File: src/verilog/pao_pkg.sv
// Package: constants and carrier types for the pipelined converter output port
package pao_pkg;
    localparam int STAGES      = 9;      // 1.5-bit quantizer stages
    localparam int STAGE_W     = 2;      // Bits per stage digit
    localparam int WORD_W      = 10;     // Output word width
    localparam int LATENCY     = 5;      // Convert cycles from sample to valid word
    localparam int LAT_W       = 3;      // Width of the latency counter
    localparam logic [LAT_W-1:0] LAT_CNT = 3'h5;
    localparam logic [WORD_W-1:0] MIDSCALE = 10'h200;
    localparam logic [WORD_W-1:0] ZERO_WORD = 10'h000;

    typedef logic [STAGE_W-1:0] pao_digit_t;

    // One sample's raw stage decisions, stage 0 first
    typedef struct packed {
        pao_digit_t [STAGES-1:0] digit;
    } pao_raw_t;

    // Bus drive: data and per-line output enable
    typedef struct packed {
        logic [WORD_W-1:0] data;
        logic [WORD_W-1:0] oe;
    } pao_bus_t;
endpackage : pao_pkg

File: src/verilog/pao_align_line.sv
// Delay line that delays one stage's digit by DEPTH clocks
`timescale 1ns/1ps
`default_nettype none
module pao_align_line
    import pao_pkg::*;
#(
    parameter int DEPTH = 1
)
(
    input  wire logic       i_clk,
    input  wire logic       i_rst_n,
    input  wire pao_digit_t i_digit,
    output pao_digit_t      o_digit
);
    pao_digit_t tap [DEPTH];

    // Shift chain; each digit comes out DEPTH clocks after it went in
    always_ff @(posedge i_clk or negedge i_rst_n)
    begin
        if (!i_rst_n)
        begin
            for (int k = 0; k < DEPTH; k++)
                tap[k] <= '0;
        end
        else
        begin
            tap[0] <= i_digit;
            for (int k = 1; k < DEPTH; k++)
                tap[k] <= tap[k-1];
        end
    end

    assign o_digit = tap[DEPTH-1];
endmodule // pao_align_line
`default_nettype wire

File: src/verilog/pao_port.sv
// Top: stage alignment, error correction and tri-state output bus
// Stage digits come from the analog quantizers, sampled on i_clk. Each
// stage digit takes a value 0..2 (1.5 bits redundant coding); error
// correction adds them with one bit of overlap between neighbours.
// The last stage carries the same weight as the one before it, so that
// all digits at 1 land exactly on midscale and all at 0 on zero.
// All digits of one sample arrive together, so every delay line has the
// same depth; the output register adds the final cycle of latency.
`timescale 1ns/1ps
`default_nettype none
module pao_port
    import pao_pkg::*;
(
    input  wire logic     i_clk,
    input  wire logic     i_rst_n,
    input  wire pao_raw_t i_raw,
    input  wire logic     i_oe_n,
    input  wire logic     i_pwrdn,
    output pao_bus_t      o_bus,
    output logic          o_word_valid
);
    // Pin synchronisers for the two static control pins
    logic oe_n_s1;
    logic oe_n_s2;
    logic pd_s1;
    logic pd_s2;

    always_ff @(posedge i_clk or negedge i_rst_n)
    begin
        if (!i_rst_n)
        begin
            oe_n_s1 <= 1'b0;
            oe_n_s2 <= 1'b0;
            pd_s1   <= 1'b0;
            pd_s2   <= 1'b0;
        end
        else
        begin
            oe_n_s1 <= i_oe_n;
            oe_n_s2 <= oe_n_s1;
            pd_s1   <= i_pwrdn;
            pd_s2   <= pd_s1;
        end
    end

    // Every stage is delayed LATENCY-1 cycles; the output register makes five
    pao_digit_t aligned [STAGES];

    genvar g;
    generate
        for (g = 0; g < STAGES; g++)
        begin : g_align
            pao_align_line #(
                .DEPTH (LATENCY - 1)
            ) u_line (
                .i_clk   (i_clk),
                .i_rst_n (i_rst_n),
                .i_digit (i_raw.digit[g]),
                .o_digit (aligned[g])
            );

        end
    endgenerate

    // Error correction: weight stage i by 2^(8-i), last stage by 2
    logic [WORD_W+1:0] sum;
    logic [WORD_W-1:0] next_word;

    always_comb
    begin
        sum = '0;
        for (int i = 0; i < STAGES; i++)
            sum = sum + ({10'h000, aligned[i]}
                << ((i == STAGES - 1) ? 1 : (STAGES - 1 - i)));
        // Clamp keeps the transfer monotonic at both ends
        if (sum[WORD_W+1])
            next_word = ZERO_WORD;
        else if (sum[WORD_W])
            next_word = '1;
        else
            next_word = sum[WORD_W-1:0];
    end

    // Output register: alignment (4 cycles incl. input tap) plus this = 5
    logic [WORD_W-1:0] word;

    always_ff @(posedge i_clk or negedge i_rst_n)
    begin
        if (!i_rst_n)
            word <= MIDSCALE;
        else
            word <= next_word;
    end

    // Invalid window after power-down or reset; pipeline holds stale data
    logic [LAT_W-1:0] settle;

    always_ff @(posedge i_clk or negedge i_rst_n)
    begin
        if (!i_rst_n)
            settle <= LAT_CNT;
        else if (pd_s2)
            settle <= LAT_CNT;
        else if (settle != '0)
            settle <= settle - 3'h1;
    end

    // Drive enables: both static pins gate every line
    logic drive;
    assign drive        = !oe_n_s2 && !pd_s2;
    assign o_bus.data   = word;
    assign o_bus.oe     = {WORD_W{drive}};
    assign o_word_valid = (settle == '0) && !pd_s2;
endmodule // pao_port
`default_nettype wire

File: config.mk
export PLATFORM = sky130hd
export DESIGN_NAME = pao_port
export DESIGN_NICKNAME = d
export VERILOG_FILES = /design/src/verilog/pao_pkg.sv /design/src/verilog/pao_align_line.sv /design/src/verilog/pao_port.sv
export SDC_FILE = /design/constraint.sdc
export NUM_CORES = 1
export LEC_CHECK = 0
export BUFFER_PORTS_ARGS = -buffer_cell sky130_fd_sc_hd__buf_2
export CORE_UTILIZATION = 30
export DETAILED_ROUTE_END_ITERATION = 16
export PLACE_DENSITY = 0.57
export SYNTH_ARGS = -nofsm -noshare
export SYNTH_HDL_FRONTEND = slang
export SYNTH_SLANG_ARGS = --single-unit
File: constraint.sdc
create_clock -name i_clk -period 3.1 [get_ports i_clk]
set_clock_uncertainty 0.05 [all_clocks]
set_input_delay 0.31 -clock i_clk [delete_from_list [all_inputs] [get_ports i_clk]]
set_output_delay 0.31 -clock i_clk [all_outputs]
set_load 0.02 [all_outputs]
==> results.yml <==
synthesis:
  synth_flop_cell: "dfrtp_1"
  ys_seq_area_share_pct: 76.2
  synth_cell_types: 30
  synth_xor_xnor_area_share_pct: 1.50
  avgSynthCellArea_um2: 16.6
  ys_ff_latch: 89
  synth_compound_area_share_pct: 4.36
  synth_edf_count: 0
  netlist_area_um2: 2930
  synth_top_family_by_area: "adder cells"
  muxShareOfSynthArea_pct: 0.342
  synth_nets: 217
  synth-simple-area-share_pct: 5.04
  async_reset_ff_share_pct: 100
  ys_warn_count: 0
  synthCells: 176
  synth_fa_ha_area_share_pct: 8.63
clock_tree:
  cts-root-buf: "clkbuf_8"
  insertion_delay_ns: 0.34
  cts_buffer_depth: 2
  clock_sinks: 89
  htree_levels: 3
  cts.reportedPaths.clkPinSlew_ns: 0.09
  cts_tree: "done"
  cts_made_buffers: 9
  cts_setup_buffers: 0
worst_setup_path:
  arrival_ns: 2.63
  cpMaxStageDelayCell: "fa_1"
  slowest_delay_ns: 0.52
  crit_type: "reg2reg"
  cp-end-kind: "flip-flop"
  cp_cell_sequence: "inv_1 > fa_1 > inv_1 > ha_1 > fa_1 > a21oi_2 > o211a_1 > o21a_4 > nand2_1"
  cp.required_ns: 3.29
  startpoint_type: "flip-flop"
  critPathBufInv: 2
  cp_top_family: "adder cells"
  cp_max_fo: 9
detailed_routing:
  drc: 0
  wl_per_cell_um: 9.30
  wirelength_mm: 3.47
  ant_nets: 0
  drtPass1Iterations: 2
  viasPerCell: 3.77
  drtIter0Drc: 29
  vias: 1408
timing:
  timing.fmax_mhz: 409
  post-route-min-period_ns: 2.44
  setup_tns_ns: 0
  setup_viol: 0
  slew_headroom_pct: 31.2
  slew_violations: 0
  post-route-period-util_pct: 78.9
  rsz0062_at_grt: "false"
  tightestPinTransition_ns: 1.03
  hold_violations: 0
die:
  fp.dieW_um: 101
  chipHeight_um: 101
  pin_count: 43
  rows: 35
  start_util_pct: 31.4
  dieArea_um2: 10200
  coreArea_um2: 9330
global_routing:
  grt_pass1_vias: 1446
  groute.usage.overall_pct: 8.38
  grt_pass1_wl_mm: 6.28
  gr-total-overflow: 0
  grt_max_degree: 90
  antenna_found_initial: 0
final_layout:
  final-instance-count-excl-fill: 373
  design_area_um2: 3660
  area_delta_synth_final_pct: 25.0
  seq_area_um2: 2230
  multi_input_area_um2: 582
  drive_gt1_share_pct: 29.5
  num_antenna_cells: 0
  final_net_count: 280
  fill_cells: 890
power_and_ir_drop:
  p_per_area_nw_per_um2: 671
  vdd_ir_drop_max_v: 0.000328
  leakage_nw: 1.74
  power_mw: 2.45
placement:
  numPortBuffers: 42
  dpl_cell_area_um2: 3230
  gp_congestion: 0.668
  place_hpwl_mm: 2.21
  dp.cells: 337
run_status:
  outcome: "finished clean"
worst_hold_path:
  hp-class: "in2async"
flow_run:
  drv_cap: 0
[where the power goes]
part,total [mW],internal (mW),leakage (nW),switching (mW)
registers,1.27,1.25,1.03,0.0235
clock network,0.885,0.472,0.118,0.413
logic,0.296,0.123,0.595,0.174
[synthesized netlist by cell type (2+ instances only)]
| cell type | count | area, um^2 |
|---|---|---|
| a21o_1 | 2 | 15.0 |
| a21oi_1 | 5 | 25.0 |
| a21oi_2 | 2 | 17.5 |
| buf_4 | 10 | 75.1 |
| dfrtp_1 | 86 | 2150 |
| dfstp_2 | 3 | 78.8 |
| fa_1 | 2 | 40.0 |
| ha_1 | 17 | 213 |
| inv_1 | 11 | 41.3 |
| nand2_1 | 4 | 15.0 |
| nand2b_1 | 2 | 12.5 |
| nand2b_2 | 3 | 26.3 |
| nand3_1 | 2 | 10.0 |
| nand3_2 | 2 | 20.0 |
| nor2_1 | 5 | 18.8 |
| nor3_1 | 2 | 10.0 |
| o31ai_1 | 2 | 15.0 |
| xnor2_1 | 2 | 17.5 |
| xor2_1 | 3 | 26.3 |
[cell type report]
type | count | share of cell area [%]
sequential | 89 | 60.9
multi-input combinational | 66 | 15.9
timing repair buffer | 62 | 11.3
tap | 129 | 4.41
clock buffer | 9 | 3.38
clock inverter | 7 | 2.97
inverter | 11 | 1.13
[final timing paths]
kind | startpoint | end | slack [ns] | cells past startpoint
setup / recovery | g_align[8].u_line.o_digit[1] | word[5] | 0.66 | 9
hold / removal | i_rst_n | g_align[1].u_line.tap[7] | 0.09 | 1
setup reg to reg | g_align[8].u_line.o_digit[1] | word[5] | 0.66 | 9
hold reg to reg | g_align[2].u_line.tap[2] | g_align[2].u_line.o_digit[0] | 0.30 | 0
max in group asynchronous | i_rst_n | g_align[3].u_line.tap[4] | 2.25 | 1
min in group i_clk | g_align[2].u_line.tap[2] | g_align[2].u_line.o_digit[0] | 0.30 | 0
[layout by cell type (no fill, tap or decap), drive strengths merged, types with 2 or more instances in the layout]
cell type	count
fa	2
ha	17
dfrtp	86
clkbuf	9
nand2b	5
a21o	2
xnor2	2
nand2	5
a21oi	7
xor2	3
bufinv	2
inv	15
nand3	4
o31ai	2
nor3	2
dfstp	3
buf	42
dlygate4sd3	20
nor2	5
[cells by family after synthesis]
family          after synthesis
buf+inv                      21
flops                        89
xor+xnor                      5
mux                           1
compound gates               16
simple gates                 25
fa+ha+maj                    19
[worst reg2reg max path, cell delays in order (launching register included)]
cell and delay [ns]:
dfrtp_1 0.33, inv_1 0.05, fa_1 0.52, inv_1 0.04
ha_1 0.21, fa_1 0.44, a21oi_2 0.18, o211a_1 0.22
o21a_4 0.21, nand2_1 0.08
[stage by stage]
step,util (%),worst slack [ns],hold slack (ns)
5_1_grt,39.2,0.484,0.186
6_report,39.2,0.655,0.0885
3_5_place_dp,34.6,0.657,0.285
3_3_place_gp,34.6,0.691,0.282
2_1_floorplan,-,0.774,-0.0356
4_1_cts,39.2,0.638,0.126
[sequential cells by signal (all words and copies together) (netlist names)]
register                count
g_align.u_line.tap         54
g_align.u_line.o_digit     18
word                       10
settle                      3
oe_n_s1                     1
oe_n_s2                     1
pd_s1                       1
pd_s2                       1
[timing repair]
action | CTS | global route
setup endpoints to repair | 0 | 0
endpoints found under the hold margin | 20 | 0
resized for setup | 0 | 0
hold buffers | 20 | 0
[layer usage]
| metal | global-route usage [%] | share of wire [%] | vias up |
|---|---|---|---|
| li1 | - | - | 695 |
| met1 | 9.27 | 45 | 676 |
| met2 | 13.1 | 46 | 30 |
| met3 | 3.19 | 5.6 | 7 |
| met4 | 6.35 | 3.0 | 0 |
| met5 | 0 | 0 | - |
No activity file was read; power rests on OpenSTA's default activity.
